===== src/hw/pcrb_pkg.sv =====
// Package for the loop configuration register bank: map, fields, resets, carriers.
package pcrb_pkg;

    // ------------------------------------------------------------------
    // Register byte addresses
    // ------------------------------------------------------------------
    localparam logic [15:0] ADDR_CONFIG_B = 16'h0001;
    localparam logic [15:0] ADDR_PROTOCOL_VERSION = 16'h000b;
    localparam logic [15:0] ADDR_VENDOR_CODE_LOW = 16'h000c;
    localparam logic [15:0] ADDR_VENDOR_CODE_HIGH = 16'h000d;
    localparam logic [15:0] ADDR_BUFFER_TRANSFER_STROBE = 16'h000f;
    localparam logic [15:0] ADDR_REF_A_PREDIV_LOW = 16'h0100;
    localparam logic [15:0] ADDR_REF_A_PREDIV_HIGH = 16'h0101;
    localparam logic [15:0] ADDR_REF_B_PREDIV_LOW = 16'h0102;
    localparam logic [15:0] ADDR_REF_B_PREDIV_HIGH = 16'h0103;
    localparam logic [15:0] ADDR_LOOP_FEEDBACK_DIV_LOW = 16'h0104;
    localparam logic [15:0] ADDR_LOOP_FEEDBACK_DIV_HIGH = 16'h0105;
    localparam logic [15:0] ADDR_PUMP_CURRENT_HOLDOVER = 16'h0106;
    localparam logic [15:0] ADDR_PUMP_MODE_HOLDOVER_CTL = 16'h0107;

    // ------------------------------------------------------------------
    // Field positions
    // ------------------------------------------------------------------
    localparam int READBACK_SEL_BIT = 3;
    localparam int TRANSFER_BIT = 0;
    localparam int DIV_HIGH_MSB = 1;
    localparam int FORCE_HOLDOVER_BIT = 7;
    localparam int PUMP_CURRENT_MSB = 6;
    localparam int HOLDOVER_DISABLE_BIT = 5;
    localparam int PUMP_MODE_MSB = 1;

    // ------------------------------------------------------------------
    // Reset values and widths
    // ------------------------------------------------------------------
    localparam logic [7:0] PROTOCOL_VERSION_RST = 8'h00;
    localparam logic [9:0] DIV_RST = 10'h000;
    localparam logic [6:0] PUMP_CURRENT_RST = 7'h00;
    localparam logic READBACK_SEL_RST = 1'b0;
    localparam logic [7:0] READ_ZERO = 8'h00;
    localparam int DIV_W = 10;
    localparam int NUM_DIV = 3;

    // Charge pump mode encodings
    typedef enum logic [1:0] {
        PCRB_PUMP_TRISTATE = 2'b00,
        PCRB_PUMP_DOWN = 2'b01,
        PCRB_PUMP_UP = 2'b10,
        PCRB_PUMP_NORMAL = 2'b11
    } pcrb_pump_mode_t;

    // Register access request from the serial port engine
    typedef struct packed {
        logic wr;
        logic rd;
        logic [15:0] addr;
        logic [7:0] wdata;
    } pcrb_req_t;

    // One full set of loop controls, used for the buffered and the active copy
    typedef struct packed {
        logic [9:0] ref_a_div;
        logic [9:0] ref_b_div;
        logic [9:0] fb_div;
        logic force_holdover;
        logic [6:0] pump_current;
        logic holdover_disable;
        pcrb_pump_mode_t pump_mode;
    } pcrb_ctrl_t;

    localparam pcrb_ctrl_t CTRL_RST = '{
        ref_a_div: DIV_RST,
        ref_b_div: DIV_RST,
        fb_div: DIV_RST,
        force_holdover: 1'b0,
        pump_current: PUMP_CURRENT_RST,
        holdover_disable: 1'b0,
        pump_mode: PCRB_PUMP_TRISTATE
    };

endpackage


===== src/hw/pcrb_regbank.sv =====
// Buffered register bank for the first-stage loop controls.
//
// Operation
// Register 0x000B is a read-only protocol version, zero from reset, writes ignored.
// A 16-bit read-only vendor code sits low byte at 0x000C and high byte at 0x000D.
// Writing 1 to bit 0 of 0x000F copies every buffered value into the active controls.
// That strobe bit clears itself; the host never writes it back to zero.
// Bits 7:1 of the strobe register are reserved and read as zero.
// Reference A pre-divider is 10 bits: low byte at 0x0100, bits 9:8 in 0x0101[1:0].
// Reference B pre-divider is 10 bits: low byte at 0x0102, bits 9:8 in 0x0103[1:0].
// Loop feedback divider is 10 bits: low byte at 0x0104, bits 9:8 in 0x0105[1:0].
// Each divider divides by its value from 2 to 1023, and 0 or 1 both divide by one.
// Bit 7 of 0x0106 tristates the charge pump to force holdover; clearing it restores it.
// Bits 6:0 of 0x0106 set the charge pump current in steps of about 0.5 uA.
// Bit 5 of 0x0107 at one disables automatic holdover, at zero allows it.
// Bits 1:0 of 0x0107 pick the pump mode: tristate (reset), down, up, normal.
// With the readback select bit set, buffered registers read pending values, else active.
// Buffered writes change nothing until the strobe; the host strobes after divider writes.
`timescale 1ns/1ps
module pcrb_regbank #(
    // Arbitrary neutral identification value
    parameter logic [15:0] VENDOR_CODE = 16'ha5c3
) (
    // Clock and reset
    input wire logic clk_in,
    input wire logic rst_n_in,
    // Register access from the serial port engine
    input wire pcrb_pkg::pcrb_req_t req_in,
    output logic [7:0] rd_data_out,
    output logic rd_valid_out,
    // Loop status and reference ticks
    input wire logic loss_of_ref_in,
    input wire logic [pcrb_pkg::NUM_DIV-1:0] div_tick_in,
    // Active controls towards the loop
    output pcrb_pkg::pcrb_ctrl_t active_ctrl_out,
    output logic [pcrb_pkg::NUM_DIV-1:0] div_tick_out,
    output logic holdover_out,
    output logic pump_tristate_out,
    output logic pump_up_out,
    output logic pump_down_out,
    output logic transfer_pulse_out
);
    import pcrb_pkg::*;

    // ------------------------------------------------------------------
    // State
    // ------------------------------------------------------------------
    pcrb_ctrl_t buf_ff;
    pcrb_ctrl_t nxt_buf;
    pcrb_ctrl_t act_ff;
    pcrb_ctrl_t nxt_act;
    logic readback_sel_ff;
    logic nxt_readback_sel;
    logic transfer_ff;
    logic nxt_transfer;
    logic [7:0] rd_data_ff;
    logic [7:0] nxt_rd_data;
    logic rd_valid_ff;
    logic nxt_rd_valid;
    pcrb_ctrl_t view;
    logic [DIV_W-1:0] div_val [NUM_DIV];

    // Byte view of one control set at a buffered address; reserved bits read zero
    function automatic logic [7:0] ctrl_byte(input pcrb_ctrl_t c, input logic [15:0] a);
        logic [7:0] b;
        b = READ_ZERO;
        unique case (a)
            ADDR_REF_A_PREDIV_LOW: b = c.ref_a_div[7:0];
            ADDR_REF_A_PREDIV_HIGH: b[DIV_HIGH_MSB:0] = c.ref_a_div[9:8];
            ADDR_REF_B_PREDIV_LOW: b = c.ref_b_div[7:0];
            ADDR_REF_B_PREDIV_HIGH: b[DIV_HIGH_MSB:0] = c.ref_b_div[9:8];
            ADDR_LOOP_FEEDBACK_DIV_LOW: b = c.fb_div[7:0];
            ADDR_LOOP_FEEDBACK_DIV_HIGH: b[DIV_HIGH_MSB:0] = c.fb_div[9:8];
            ADDR_PUMP_CURRENT_HOLDOVER: begin
                b[FORCE_HOLDOVER_BIT] = c.force_holdover;
                b[PUMP_CURRENT_MSB:0] = c.pump_current;
            end
            ADDR_PUMP_MODE_HOLDOVER_CTL: begin
                b[HOLDOVER_DISABLE_BIT] = c.holdover_disable;
                b[PUMP_MODE_MSB:0] = c.pump_mode;
            end
            default: b = READ_ZERO;
        endcase
        return b;
    endfunction

    // ------------------------------------------------------------------
    // Write path: buffered copy, readback select, transfer strobe
    // ------------------------------------------------------------------
    // Writes land only in the buffered copy so a half-written divider never
    // reaches the loop; the active copy moves only on the strobe
    always_comb begin
        nxt_buf = buf_ff;
        nxt_readback_sel = readback_sel_ff;
        nxt_transfer = 1'b0;
        if (req_in.wr) begin
            unique case (req_in.addr)
                ADDR_CONFIG_B: nxt_readback_sel = req_in.wdata[READBACK_SEL_BIT];
                ADDR_BUFFER_TRANSFER_STROBE:
                    nxt_transfer = req_in.wdata[TRANSFER_BIT];
                ADDR_REF_A_PREDIV_LOW: nxt_buf.ref_a_div[7:0] = req_in.wdata;
                ADDR_REF_A_PREDIV_HIGH:
                    nxt_buf.ref_a_div[9:8] = req_in.wdata[DIV_HIGH_MSB:0];
                ADDR_REF_B_PREDIV_LOW: nxt_buf.ref_b_div[7:0] = req_in.wdata;
                ADDR_REF_B_PREDIV_HIGH:
                    nxt_buf.ref_b_div[9:8] = req_in.wdata[DIV_HIGH_MSB:0];
                ADDR_LOOP_FEEDBACK_DIV_LOW: nxt_buf.fb_div[7:0] = req_in.wdata;
                ADDR_LOOP_FEEDBACK_DIV_HIGH:
                    nxt_buf.fb_div[9:8] = req_in.wdata[DIV_HIGH_MSB:0];
                ADDR_PUMP_CURRENT_HOLDOVER: begin
                    nxt_buf.force_holdover = req_in.wdata[FORCE_HOLDOVER_BIT];
                    nxt_buf.pump_current = req_in.wdata[PUMP_CURRENT_MSB:0];
                end
                ADDR_PUMP_MODE_HOLDOVER_CTL: begin
                    nxt_buf.holdover_disable = req_in.wdata[HOLDOVER_DISABLE_BIT];
                    nxt_buf.pump_mode =
                        pcrb_pump_mode_t'(req_in.wdata[PUMP_MODE_MSB:0]);
                end
                // Identification registers and unmapped addresses drop the write
                default: nxt_buf = buf_ff;
            endcase
        end
    end

    // Active copy follows the buffered copy one edge after the strobe write
    always_comb begin
        nxt_act = act_ff;
        if (transfer_ff) begin
            nxt_act = buf_ff;
        end
    end

    // ------------------------------------------------------------------
    // Read path
    // ------------------------------------------------------------------
    // Readback select picks which copy the buffered addresses show
    always_comb begin
        view = readback_sel_ff ? buf_ff : act_ff;
        nxt_rd_valid = req_in.rd;
        nxt_rd_data = rd_data_ff;
        if (req_in.rd) begin
            unique case (req_in.addr)
                ADDR_CONFIG_B: begin
                    nxt_rd_data = READ_ZERO;
                    nxt_rd_data[READBACK_SEL_BIT] = readback_sel_ff;
                end
                ADDR_PROTOCOL_VERSION: nxt_rd_data = PROTOCOL_VERSION_RST;
                ADDR_VENDOR_CODE_LOW: nxt_rd_data = VENDOR_CODE[7:0];
                ADDR_VENDOR_CODE_HIGH: nxt_rd_data = VENDOR_CODE[15:8];
                // Strobe bit is gone by the time a read can see it
                ADDR_BUFFER_TRANSFER_STROBE: nxt_rd_data = READ_ZERO;
                default: nxt_rd_data = ctrl_byte(view, req_in.addr);
            endcase
        end
    end

    // ------------------------------------------------------------------
    // Registers
    // ------------------------------------------------------------------
    always_ff @(posedge clk_in or negedge rst_n_in) begin
        if (!rst_n_in) begin
            buf_ff <= CTRL_RST;
            act_ff <= CTRL_RST;
            readback_sel_ff <= READBACK_SEL_RST;
            transfer_ff <= 1'b0;
            rd_data_ff <= READ_ZERO;
            rd_valid_ff <= 1'b0;
        end else begin
            buf_ff <= nxt_buf;
            act_ff <= nxt_act;
            readback_sel_ff <= nxt_readback_sel;
            transfer_ff <= nxt_transfer;
            rd_data_ff <= nxt_rd_data;
            rd_valid_ff <= nxt_rd_valid;
        end
    end

    // ------------------------------------------------------------------
    // Dividers driven by the active ratios
    // ------------------------------------------------------------------
    assign div_val[0] = act_ff.ref_a_div;
    assign div_val[1] = act_ff.ref_b_div;
    assign div_val[2] = act_ff.fb_div;

    for (genvar i = 0; i < NUM_DIV; i++) begin : g_div
        pcrb_divider u_div (
            .clk_in(clk_in),
            .rst_n_in(rst_n_in),
            .tick_in(div_tick_in[i]),
            .div_val_in(div_val[i]),
            .tick_out(div_tick_out[i])
        );
    end

    // ------------------------------------------------------------------
    // Holdover and charge pump steering
    // ------------------------------------------------------------------
    // Forced holdover wins; automatic entry only while not disabled
    assign holdover_out = act_ff.force_holdover |
        (loss_of_ref_in & ~act_ff.holdover_disable);
    // Holdover and mode 00 both leave the pump tristated
    assign pump_tristate_out = holdover_out |
        (act_ff.pump_mode == PCRB_PUMP_TRISTATE);
    assign pump_up_out = ~holdover_out & (act_ff.pump_mode == PCRB_PUMP_UP);
    assign pump_down_out = ~holdover_out & (act_ff.pump_mode == PCRB_PUMP_DOWN);

    assign active_ctrl_out = act_ff;
    assign rd_data_out = rd_data_ff;
    assign rd_valid_out = rd_valid_ff;
    assign transfer_pulse_out = transfer_ff;

endmodule


===== src/hw/pcrb_divider.sv =====
// Programmable tick divider, one per reference or feedback path.
`timescale 1ns/1ps
module pcrb_divider (
    // Clock and reset
    input wire logic clk_in,
    input wire logic rst_n_in,
    // Input ticks and ratio
    input wire logic tick_in,
    input wire logic [pcrb_pkg::DIV_W-1:0] div_val_in,
    // Divided ticks
    output logic tick_out
);
    import pcrb_pkg::*;

    logic [DIV_W-1:0] count_ff;
    logic [DIV_W-1:0] nxt_count;
    logic tick_ff;
    logic nxt_tick;
    logic [DIV_W-1:0] last_count;

    // ------------------------------------------------------------------
    // Counting
    // ------------------------------------------------------------------
    // Ratios 0 and 1 both give the terminal count zero: divide by one
    always_comb begin
        if (div_val_in <= DIV_W'(1)) begin
            last_count = '0;
        end else begin
            last_count = div_val_in - DIV_W'(1);
        end
        nxt_count = count_ff;
        nxt_tick = 1'b0;
        if (tick_in) begin
            // A ratio lowered below the count wraps at once, never runs to 1023
            if (count_ff >= last_count) begin
                nxt_count = '0;
                nxt_tick = 1'b1;
            end else begin
                nxt_count = count_ff + DIV_W'(1);
            end
        end
    end

    // Registers
    always_ff @(posedge clk_in or negedge rst_n_in) begin
        if (!rst_n_in) begin
            count_ff <= '0;
            tick_ff <= 1'b0;
        end else begin
            count_ff <= nxt_count;
            tick_ff <= nxt_tick;
        end
    end

    assign tick_out = tick_ff;

endmodule


===== config.mk =====
export PLATFORM = sky130hd
export DESIGN_NAME = pcrb_regbank
export DESIGN_NICKNAME = d
export VERILOG_FILES = /design/src/hw/pcrb_pkg.sv /design/src/hw/pcrb_regbank.sv /design/src/hw/pcrb_divider.sv
export SDC_FILE = /design/constraint.sdc
export NUM_CORES = 1
export LEC_CHECK = 0
export BUFFER_PORTS_ARGS = -buffer_cell sky130_fd_sc_hd__buf_2
export CORE_MARGIN = 2
export CORE_UTILIZATION = 55
export CTS_CLUSTER_SIZE = 10
export DETAILED_ROUTE_END_ITERATION = 8
export PLACE_DENSITY = 0.76
export SYNTH_ARGS = -nofsm -noshare
export SYNTH_HDL_FRONTEND = slang
export SYNTH_SLANG_ARGS = --single-unit

===== constraint.sdc =====
create_clock -name clk_in -period 5.8 [get_ports clk_in]
set_input_delay 0.87 -clock clk_in [delete_from_list [all_inputs] [get_ports clk_in]]
set_output_delay 0.87 -clock clk_in [all_outputs]
set_load 0.01 [all_outputs]

; ---- Word level (Yosys, flattened, before mapping)
; Cells that the tools add are included.
[totals]
regBits = 126
input_bits = 32
output_inout_bits = 58
elab_cells = 92
[op_classes]
add_sub_neg = 6
magnitude_cmp = 6
n_eq_ne = 15
n_mux = 20
bitwise = 7
reduce_logical = 11
[ops]
columns = operator, n
row1 = equality test 16 x 9 -> 1 bit (second input constant), 8
row2 = equality test 16 x 4 -> 1 bit (second input constant), 4
row3 = 2-to-1 mux 10 bit, 6
row4 = 2-to-1 mux 41 bit, 1
row5 = case mux 8 bit (4 select lines), 1
row6 = adder 10 x 1 -> 10 bit (second input constant), 3
row7 = greater-or-equal comparator 10 bit, 3
row8 = less-or-equal comparator 10 x 1 -> 1 bit (second input constant), 3
row9 = subtractor 10 x 1 -> 10 bit (second input constant), 3
row10 = AND reduction 2 bit, 9
row11 = equality test 16 x 1 -> 1 bit (second input constant), 1
row12 = case mux 2 bit (8 select lines), 1
row13 = case mux 3 bit (4 select lines), 1
row14 = 2-to-1 mux 1 bit, 8
row15 = case mux 2 bit (4 select lines), 1
row16 = case mux 1 bit (5 select lines), 1
row17 = bitwise AND 1 bit, 3
row18 = equality test 2 x 1 -> 1 bit (second input constant), 1
row19 = equality test 2 bit (second input constant), 1
row20 = zero test 2 bit, 1
row21 = NOT 1 bit, 2
row22 = OR 1 bit, 2
row23 = OR reduction 2 bit, 1

; ---- Longest topological paths before layout
; Gate-level depths: netlist (run 1).
[logic_depth]
word_depth = 5
mapped_depth = 13

; ---- Cells and area by module
; Synthesis (run 1) repeated with hierarchy kept, for this count alone.
[unflattened]
hier_cells = 685
hier_area_um2 = 7547.2
[modules_own_cells]
columns = mod, n_inst, cells_each, area_each_um2, seq_area_each_um2
row1 = pcrb_regbank, 1, 326, 4436.8, 2327.2
row2 = pcrb_divider at g_div[0].u_div ..., 2, 120, 1054.8, 275.3
row3 = pcrb_divider at g_div[1].u_div, 1, 119, 1001.0, 275.3

; ---- Worst setup path before layout (run 1)
; OpenSTA, ideal clock, no wires.
[synth_path]
path_kind = flip-flop to flip-flop
from = reg act_ff, in the netlist active_ctrl_out[37]
to = reg g_div[0].u_div.count_ff[3]
setup_time_ns = 0.072
arrival_time_ns = 3.072
t_required_ns = 5.728
setup_slack_ns = 2.656
stages_incl_launch_ff = 13
n_path_buf = 1
path_cell_list = dfrtp_1 -> or3_1 -> or3_1 -> or3_1 -> buf_2 -> and2_1 -> ha_1 -> nand2b_1 -> a31oi_1 -> o211ai_1 -> a31oi_1 -> nor2b_1 -> nor2_1
[synth_via]
elab_chain_cells = 4
elab_cells_between_ends = 5
[synth_lines]
columns = element, line
row1 = "start, declared", pcrb_regbank.sv:50  ; pcrb_ctrl_t act_ff;
row2 = "start signal, assigned", pcrb_regbank.sv:170  ; act_ff <= nxt_act;
row3 = subtractor 10 x 1 -> 10 bit / less-or-equal comparator 10 x 1 -> 1 bit (equally long branches), "pcrb_divider.sv:29, pcrb_divider.sv:26"
row4 = 2-to-1 mux 10 bit *, pcrb_divider.sv:26  ; if (div_val_in <= DIV_W'(1)) begin
row5 = greater-or-equal comparator 10 bit *, pcrb_divider.sv:35  ; if (count_ff >= last_count) begin
row6 = 2-to-1 mux 10 bit *, pcrb_divider.sv:35
row7 = "end signal, assigned", pcrb_divider.sv:50  ; count_ff <= nxt_count;
row8 = "end, declared", pcrb_divider.sv:15  ; logic [DIV_W-1:0] count_ff;
; Every way passes the cells marked *; elsewhere a longest branch is shown, timed or not.
; A chain may end at the register's enable or synchronous reset.

; ---- Worst setup path after layout (run 1)
[layout_path]
from = reg act_ff, in the netlist active_ctrl_out[37]
to = reg g_div[0].u_div.count_ff[7]
; The elaborated chain is that of the path after synthesis.

==> out/metrics.yaml, run 1 <==
status:
  status: "finished clean"
sta:
  layout_min_cycle_time_ns: 3.57
  timing.final.crit_share: 0.616
  worst_hold_slack_ns: 0.501
  max_slew_margin: 0.299
  finalClockSkew_ns: 0.0120
  setup_ws_ns: 2.23
  finalHoldViolCount: 0
  max_freq_mhz: 280
  final-setup-viol-count: 0
  maxSlewViolCount: 0
  rsz0062_at_grt: "false"
  timing.setup.tns_ns: 0
  worst_slew_pin_slew_ns: 1.05
global_route:
  grt_overflow: 0
  grt.total_usage: 0.260
  grt_pass1_vias: 5675
  antenna_found_initial: 0
  grt_pass1_wl_um: 28900
  grt_max_degree: 75
power_and_ir_drop:
  p_total_mw: 2.01
  comb_power_share: 0.034
  pwr-share-seq: 0.440
  clockPowerShare: 0.526
  power_density_nw_per_um2: 241
  p_sw_uw: 446
  p_leak_nw: 4.00
  p_sw_frac: 0.222
  ir_worst_vdd_v: 0.000261
  internal_power_mw: 1.57
detailed_routing:
  drt-wirelength-per-cell_um: 18.5
  initialDrtViolationCount: 433
  drt_pass1_iterations: 6
  antenna_left: 0
  remaining_drc_errors: 0
  drt-total-wl_um: 17700
  via_count: 5682
  avgViaCountPerCell: 5.92
min_path:
  whs_path_depth: 1
  worstHoldStart: "rd_data_out[0]$_DFFE_PN0P_"
  holdPathEnd: "rd_data_out[0]$_DFFE_PN0P_"
  hold_class: "flop to flop"
synthesis:
  synth_warnings: 0
  synth_edf_count: 0
  synth-seq-cells: 126
  syn-num-nets: 759
  yosys_most_used_dff: "dfrtp_1"
  async_flop_share: 1.00
  avgSynthCellArea_um2: 10.5
  synth_cell_types: 47
  yosysSeqAreaShare: 0.438
  synth_area_um2: 7210
  synth_cells: 688
clock_network:
  cts_hold_buffers: 0
  h-tree-depth: 4
  numCtsBuffers: 17
  clk_latency_ns: 0.42
  cts_num_sinks: 126
  cts_resized: 0
  root_buffer: "clkbuf_16"
  clk_pin_slew_worst_paths_ns: 0.06
  post-cts-setup-buffer-count: 0
  tritoncts: "done"
  cts_buffer_depth: 2
layout:
  final_util: 0.655
  layout_commonest_cell: "dfrtp_1"
  syn_to_final_growth_pct: 15.7
  mostFrequentLayoutCells: "dfrtp_1, buf_2, mux2_2"
  layoutNonFillerInstCount: 959
  antenna_cells: 0
  fin_nets: 845
  stdcell_area_um2: 8340
  final_layout_size_suffix_gt1_frac: 0.260
critical_path:
  ff2ff_path_depth: 11
  worst_setup_path_start_kind: "flop"
  crit_required_ns: 6.13
  crit_path_frequent_cell: "or3_1"
  crit_fanout: 10
  path_class: "flop to flop"
  r2r_slack_ns: 2.23
  path_cells: "or3_1, or3_1, or3_1, and2_1, ha_1, nand2b_1, a31oi_1, o211ai_1, a31oi_1, nor2b_1, nor2_1"
  reg2reg_from: "active_ctrl_out[37]$_DFFE_PN0P_"
  critPathMaxStageDelay_ns: 0.56
  cp-end-kind: "flop"
  crit-reg2reg-capture: "g_div[0].u_div.count_ff[7]$_DFFE_PN0P_"
  worstPathArrival_ns: 3.90
  slowest_stage: "a31oi_1"
die:
  die_h_um: 118
  die_x_um: 118
  fp-row-count: 41
  ioPinCount: 90
  initial_core_util: 0.566
  core_um2: 12700
  die_area_um2: 14000
placement:
  port_buffers: 89
  hpwl_um: 12700
  place_ws_ns: 2.21
  place_area_um2: 7750
  dp.cells: 927
  gp_congestion: 1.04
flow_run:
  drv_cap: 0
==> area by class of cell <==
class                   instances  area [um^2]
fillers                      1034         4380
multi-input cells             513         3820
flip-flops and latches        126         3160
clock buffers                  22          474
repair buffers                 91          463
well taps                     172          215
clock inverters                10          113
inverters                      25         93.8
==> logic make-up after synthesis <==
logic type,Yosys count,synth area share
muxes,121,0.186
xor gates and xnor gates,33,0.0401
DFF,126,0.438
and+or+nand+nor,217,0.152
buffers and inverters,49,0.0316
AOI/OAI and AO/OA,103,0.0851
adders and majority gates,39,0.0677
==> sequential cells by signal, indices dropped and copies added, names as in the netlist <==
| name | cells |
|---|---|
| rd_data_out | 8 |
| rd_valid_out | 1 |
| active_ctrl_out | 41 |
| g_div.u_div.tick_out | 3 |
| transfer_pulse_out | 1 |
| buf_ff | 41 |
| readback_sel_ff | 1 |
| g_div.u_div.count_ff | 30 |
==> worst max-delay path by stage <==
stage,slack (ns),endpoint,cells past startpoint,from
finish,2.23,g_div[0].u_div.count_ff[7]$_DFFE_PN0P_,11,active_ctrl_out[37]$_DFFE_PN0P_
CTS,2.21,g_div[0].u_div.count_ff[5]$_DFFE_PN0P_,11,active_ctrl_out[37]$_DFFE_PN0P_
global route,1.96,g_div[0].u_div.count_ff[5]$_DFFE_PN0P_,11,active_ctrl_out[37]$_DFFE_PN0P_
detailed placement,2.21,g_div[0].u_div.count_ff[5]$_DFFE_PN0P_,11,active_ctrl_out[37]$_DFFE_PN0P_
floorplan,2.66,g_div[0].u_div.count_ff[3]$_DFFE_PN0P_,12,active_ctrl_out[37]$_DFFE_PN0P_
global placement,2.40,g_div[0].u_div.count_ff[9]$_DFFE_PN0P_,11,active_ctrl_out[37]$_DFFE_PN0P_
==> synth_stat cells (3+ instances only) <==
cell type,number,share of area
a211oi_1,4,0.0042
a21o_1,4,0.0042
a21oi_1,24,0.017
a31oi_1,3,0.0026
and2_1,5,0.0043
and3_1,9,0.0078
buf_2,8,0.0056
buf_4,5,0.0052
clkbuf_1,9,0.0047
dfrtp_1,126,0.44
ha_1,39,0.068
inv_1,25,0.013
mux2_2,69,0.11
mux2_4,8,0.017
mux2i_1,44,0.061
nand2_1,53,0.028
nand2b_1,16,0.014
nand3_1,25,0.017
nand4_1,7,0.0061
nor2_1,40,0.021
nor2b_1,3,0.0026
nor3_1,23,0.016
nor3b_1,6,0.0063
nor4_1,5,0.0043
o21ai_0,36,0.025
o22ai_1,14,0.012
o31ai_1,5,0.0052
o32ai_1,4,0.0049
or3_1,12,0.010
xnor2_1,15,0.018
xor2_1,18,0.022
==> power by group through the flow <==
| stage | sequential (mW) | clock [mW] | combinational (mW) |
|---|---|---|---|
| floorplan | 0.903 | 0 | 0.0203 |
| global placement | 0.901 | 0 | 0.0672 |
| detailed placement | 0.901 | 0 | 0.0684 |
| CTS | 0.886 | 1.07 | 0.0689 |
| global route | 0.886 | 1.11 | 0.0759 |
| finish | 0.886 | 1.06 | 0.0688 |
==> per-layer routing <==
layer  vias up  wire (um)  track usage
li1       2652          -            -
met1      2814       7500        0.338
met2       186       9010        0.442
met3        30        904       0.0516
met4         0        315       0.0774
met5         -          0            0
==> critical path, delay by kind of cell (launching register included) <==
family,cells,cell delay [ns]
compound gates,3,0.85
fa+ha+maj,1,0.26
flops,1,0.44
simple gates,7,1.94
No activity file was read; power rests on OpenSTA's default activity.
==> inputs of run 2 (changes only) <==
==> constraint.sdc (replaced) <==
create_clock -name clk_in -period 3.5 [get_ports clk_in]
set_input_delay 0.525 -clock clk_in [delete_from_list [all_inputs] [get_ports clk_in]]
set_output_delay 0.525 -clock clk_in [all_outputs]
set_load 0.01 [all_outputs]
==> out/metrics.yaml, run 2 (synthesis gave the netlist of run 1 again) <==
clock_network:
  clk_latency_ns: 0.42
  numCtsBuffers: 17
  post-cts-setup-buffer-count: 0
  cts_resized: 0
  h-tree-depth: 4
  cts_hold_buffers: 0
  tritoncts: "done"
  clk_pin_slew_worst_paths_ns: 0.06
  root_buffer: "clkbuf_16"
  cts_buffer_depth: 2
  cts_num_sinks: 126
global_route:
  met2_usage: 0.445
  grt_use_met1: 0.336
  grt_max_degree: 69
  grt_overflow: 0
  grt.total_usage: 0.267
  grt_use_met3: 0.0608
  grt_pass1_wl_um: 29500
  antenna_found_initial: 0
  grt_pass1_vias: 5810
  grt_busiest_layer: "met2"
sta:
  maxSlewViolCount: 0
  finalHoldViolCount: 0
  layout_min_cycle_time_ns: 3.16
  worst_slew_pin_slew_ns: 0.917
  timing.setup.tns_ns: 0
  timing.final.crit_share: 0.904
  finalClockSkew_ns: 0.00865
  rsz0062_at_grt: "false"
  final-setup-viol-count: 0
  max_slew_margin: 0.389
  max_freq_mhz: 316
detailed_routing:
  avgViaCountPerCell: 6.00
  antenna_left: 0
  drt-total-wl_um: 17900
  remaining_drc_errors: 0
  drt_pass1_iterations: 6
  drt-wirelength-per-cell_um: 18.6
  via_count: 5773
  initialDrtViolationCount: 556
layout:
  register_area_um2: 3160
  syn_to_final_growth_pct: 17.3
  fillers: 967
  antenna_cells: 0
  layout_commonest_cell: "dfrtp_1"
  final_layout_size_suffix_gt1_frac: 0.268
  stdcell_area_um2: 8450
  fin_nets: 848
  mostFrequentLayoutCells: "dfrtp_1, buf_2, mux2_2"
  layoutNonFillerInstCount: 962
  multi_input_area_um2: 3840
  final_util: 0.664
power_and_ir_drop:
  p_total_mw: 3.50
  clockPowerShare: 0.547
  p_sw_uw: 716
  internal_power_mw: 2.78
  pwr-share-seq: 0.419
  p_leak_nw: 4.05
  p_sw_frac: 0.205
  power_density_nw_per_um2: 414
  comb_power_share: 0.033
  ir_worst_vdd_v: 0.000344
die:
  initial_core_util: 0.566
  die_x_um: 118
  die_area_um2: 14000
  die_h_um: 118
  ioPinCount: 90
  core_um2: 12700
  fp-row-count: 41
critical_path:
  path_class: "flop to flop"
  slowest_stage: "or3_1"
  crit_required_ns: 3.83
  cp-end-kind: "flop"
  r2r_slack_ns: 0.34
  crit_path_frequent_cell: "or3_1"
  critPathMaxStageDelay_ns: 0.49
  worst_setup_path_start_kind: "flop"
  crit_fanout: 10
  path_cells: "or3_1, or3_1, or3_1, and2_1, ha_1, nand2b_1, a31oi_1, o211ai_1, a31oi_1, buf_4, o21ai_0, o21ai_0"
  worstPathArrival_ns: 3.50
placement:
  dp.cells: 930
  gp_congestion: 1.03
  place_area_um2: 7790
  hpwl_um: 12900
  port_buffers: 89
flow_run:
  drv_cap: 0
min_path:
  hold_class: "input port to asynchronous set/reset pin"
status:
  status: "finished clean"
[run 2: final cells by class]
class / instances / area share
clock inverters: 9 / 0.0184
clock buffers: 23 / 0.0589
inverters: 25 / 0.0111
flip-flops and latches: 126 / 0.373
well taps: 172 / 0.0255
multi-input cells: 513 / 0.454
repair buffers: 94 / 0.0589
[run 2: worst paths after layout]
path                                                  from  cells after the start                                endpoint
max                        active_ctrl_out[37]$_DFFE_PN0P_                     12  g_div[0].u_div.count_ff[8]$_DFFE_PN0P_
max reg2reg                active_ctrl_out[37]$_DFFE_PN0P_                     12  g_div[0].u_div.count_ff[8]$_DFFE_PN0P_
min reg2reg                     rd_data_out[6]$_DFFE_PN0P_                      2              rd_data_out[6]$_DFFE_PN0P_
max in group asynchronous                         rst_n_in                      2             readback_sel_ff$_DFFE_PN0P_
min in group clk_in                             req_in[24]                      1                  rd_valid_out$_DFF_PN0_
min                                               rst_n_in                      1         active_ctrl_out[31]$_DFFE_PN0P_
[run 2: power groups by stage]
stage | registers (mW) | clock network (mW) | logic [mW]
finish | 1.47 | 1.92 | 0.116
global placement | 1.49 | 0 | 0.114
detailed placement | 1.49 | 0 | 0.116
CTS | 1.47 | 1.94 | 0.116
global route | 1.47 | 2.01 | 0.128
floorplan | 1.50 | 0 | 0.0337
[run 2: per-layer routing]
layer,vias to the layer above,part of all wire
met5,-,0
met4,0,0.029
met3,62,0.064
met2,223,0.50
met1,2838,0.41
li1,2650,-
[run 2: through the flow]
stage               setup WS [ns]  hold WS (ns)
floorplan                   0.356         0.229
global route               0.0305         0.287
global placement            0.396         0.486
CTS                         0.253         0.255
detailed placement          0.264         0.493
finish                      0.336         0.221
[run 2: critical path, delay by kind of cell, from the launching register on]
kind / cells / cell delay, ns
buf+inv: 1 / 0.18
simple gates: 5 / 1.56
compound gates: 5 / 0.67
fa+ha+maj: 1 / 0.26
flops: 1 / 0.43
==> inputs of run 3 (changes only) <==
--- a/config.mk
+++ b/config.mk
@@ -5,6 +5,7 @@
 export SDC_FILE = /design/constraint.sdc
 export NUM_CORES = 1
 export LEC_CHECK = 0
+export ABC_AREA = 1
 export BUFFER_PORTS_ARGS = -buffer_cell sky130_fd_sc_hd__buf_2
 export CORE_MARGIN = 2
 export CORE_UTILIZATION = 55
==> out/metrics.yaml, run 3 <==
synthesis:
  yosysTopAreaCell: "dfrtp_1"
  synth_edf_count: 0
  synth-seq-cells: 126
  yosys_most_used_dff: "dfrtp_1"
  yosysMostFrequentCell: "nand2_1"
  synth_top_cells_by_count: "nand2_1, dfrtp_1, o21ai_0"
  synth_warnings: 0
  netlist.area_leader.share: 0.409
  yosysSeqAreaShare: 0.409
  synth_cell_types: 38
  async_flop_share: 1.00
  synth_cells: 973
  avgSynthCellArea_um2: 7.91
  synthTopCellsByArea: "dfrtp_1, nand2_1, o21ai_0"
  synth_area_um2: 7700
  syn-num-nets: 1044
die:
  die_h_um: 122
  ioPinCount: 90
  die_area_um2: 15000
  fp-row-count: 43
  initial_core_util: 0.559
  die_x_um: 122
  core_um2: 13800
global_route:
  grt_pass1_wl_um: 30700
  grt_max_degree: 57
  grt_pass1_vias: 6276
  antenna_found_initial: 0
  grt.total_usage: 0.264
  grt_overflow: 0
clock_network:
  cts_buffer_depth: 2
  clk_latency_ns: 0.42
  cts_num_sinks: 126
  cts_hold_buffers: 0
  h-tree-depth: 4
  tritoncts: "done"
  root_buffer: "clkbuf_16"
  post-cts-setup-buffer-count: 0
  cts_resized: 0
  clk_pin_slew_worst_paths_ns: 0.06
  numCtsBuffers: 17
sta:
  max_freq_mhz: 348
  timing.final.crit_share: 0.821
  maxSlewViolCount: 0
  timing.setup.tns_ns: 0
  layout_min_cycle_time_ns: 2.87
  max_slew_margin: 0.469
  final-setup-viol-count: 0
  worst_slew_pin_slew_ns: 0.795
  finalClockSkew_ns: 0.0111
  finalHoldViolCount: 0
  rsz0062_at_grt: "false"
detailed_routing:
  initialDrtViolationCount: 525
  remaining_drc_errors: 0
  drt-wirelength-per-cell_um: 14.9
  drt-total-wl_um: 18700
  antenna_left: 0
  drt_pass1_iterations: 5
  via_count: 6768
  avgViaCountPerCell: 5.41
min_path:
  hold_class: "input port to asynchronous set/reset pin"
layout:
  fin_nets: 1130
  final_util: 0.646
  register_area_um2: 3160
  syn_to_final_growth_pct: 15.6
  layout_commonest_cell: "nand2_1"
  mostFrequentLayoutCells: "nand2_1, dfrtp_1, o21ai_0"
  multi_input_area_um2: 4000
  antenna_cells: 0
  layoutNonFillerInstCount: 1251
  fillers: 1221
  final_layout_size_suffix_gt1_frac: 0.174
placement:
  gp_congestion: 0.934
  dp.cells: 1220
  hpwl_um: 13700
  port_buffers: 89
power_and_ir_drop:
  p_leak_nw: 4.35
  ir_worst_vdd_v: 0.000345
  power_density_nw_per_um2: 384
critical_path:
  ff2ff_path_depth: 16
  worstPathArrival_ns: 3.22
  cp-end-kind: "flop"
  crit_fanout: 8
  crit_start: "active_ctrl_out[21]$_DFFE_PN0P_"
  path_class: "flop to flop"
  r2r_slack_ns: 0.63
  reg2reg_from: "active_ctrl_out[21]$_DFFE_PN0P_"
  crit_required_ns: 3.84
  worst_setup_path_start_kind: "flop"
  crit-reg2reg-capture: "g_div[1].u_div.count_ff[7]$_DFFE_PN0P_"
status:
  status: "finished clean"
flow_run:
  drv_cap: 0
run 3: cell type report:
class,count,area share
repair buffers,94,0.0573
clock inverters,9,0.0152
multi-input cells,714,0.450
clock buffers,22,0.0533
flip-flops and latches,126,0.354
well taps,180,0.0253
inverters,106,0.0447
run 3: per-layer routing:
layer  up-vias  share of wire  track usage
met2       188           0.47        0.425
met1      3192           0.46        0.358
li1       3355              -            -
met4         0          0.019       0.0769
met3        33          0.053       0.0572
met5         -              0            0
run 3: worst max path at each step:
stage	endpoint	slack [ns]	cells after the start
after floorplan	g_div[1].u_div.count_ff[2]$_DFFE_PN0P_	0.93	16
after CTS	g_div[1].u_div.count_ff[7]$_DFFE_PN0P_	0.63	16
after global routing	g_div[1].u_div.count_ff[4]$_DFFE_PN0P_	0.29	20
after detailed placement	g_div[1].u_div.count_ff[7]$_DFFE_PN0P_	0.66	16
after global placement	g_div[1].u_div.count_ff[8]$_DFFE_PN0P_	0.77	16
final	g_div[1].u_div.count_ff[7]$_DFFE_PN0P_	0.63	16
run 3: kinds of logic (layout without fill, tap and decap cells):
kind of cell,count (synthesis),in the layout,synth area share
AOI/OAI and AO/OA,164,164,0.116
xor gates and xnor gates,17,17,0.0193
adders and majority gates,39,39,0.0634
buffers and inverters,133,231,0.0705
DFF,126,126,0.409
muxes,25,25,0.0453
and+or+nand+nor,469,469,0.276
run 3: through the flow:
stage               instance area (um^2)  power, mW  hold WS [ns]  setup slack (ns)
floorplan                           7700       1.54         0.229             0.934
global placement                    8290       1.62         0.480             0.766
detailed placement                  8290       1.62         0.469             0.664
CTS                                 8900       3.44         0.158             0.625
global route                        8900       3.52         0.182             0.286
finish                              8900       3.41         0.127             0.626
run 3: power by group:
group          total [mW]  switching [mW]  internal [mW]
Clock                1.82           0.650           1.17
Combinational       0.124          0.0912         0.0330
Sequential           1.47         0.00325           1.46
run 3: worst max-delay path, cell delays in order (launching register included):
cell and delay [ns]:
dfrtp_1 0.40, inv_1 0.10, ha_1 0.24, o21ai_0 0.15
nor2_1 0.06, nand2_1 0.16, inv_1 0.11, or2_2 0.29
ha_1 0.26, a21boi_0 0.12, o21ai_0 0.17, nand2_1 0.07
nor2_1 0.20, inv_1 0.07, nand2_1 0.06, clkinv_1 0.20
nor2_1 0.17
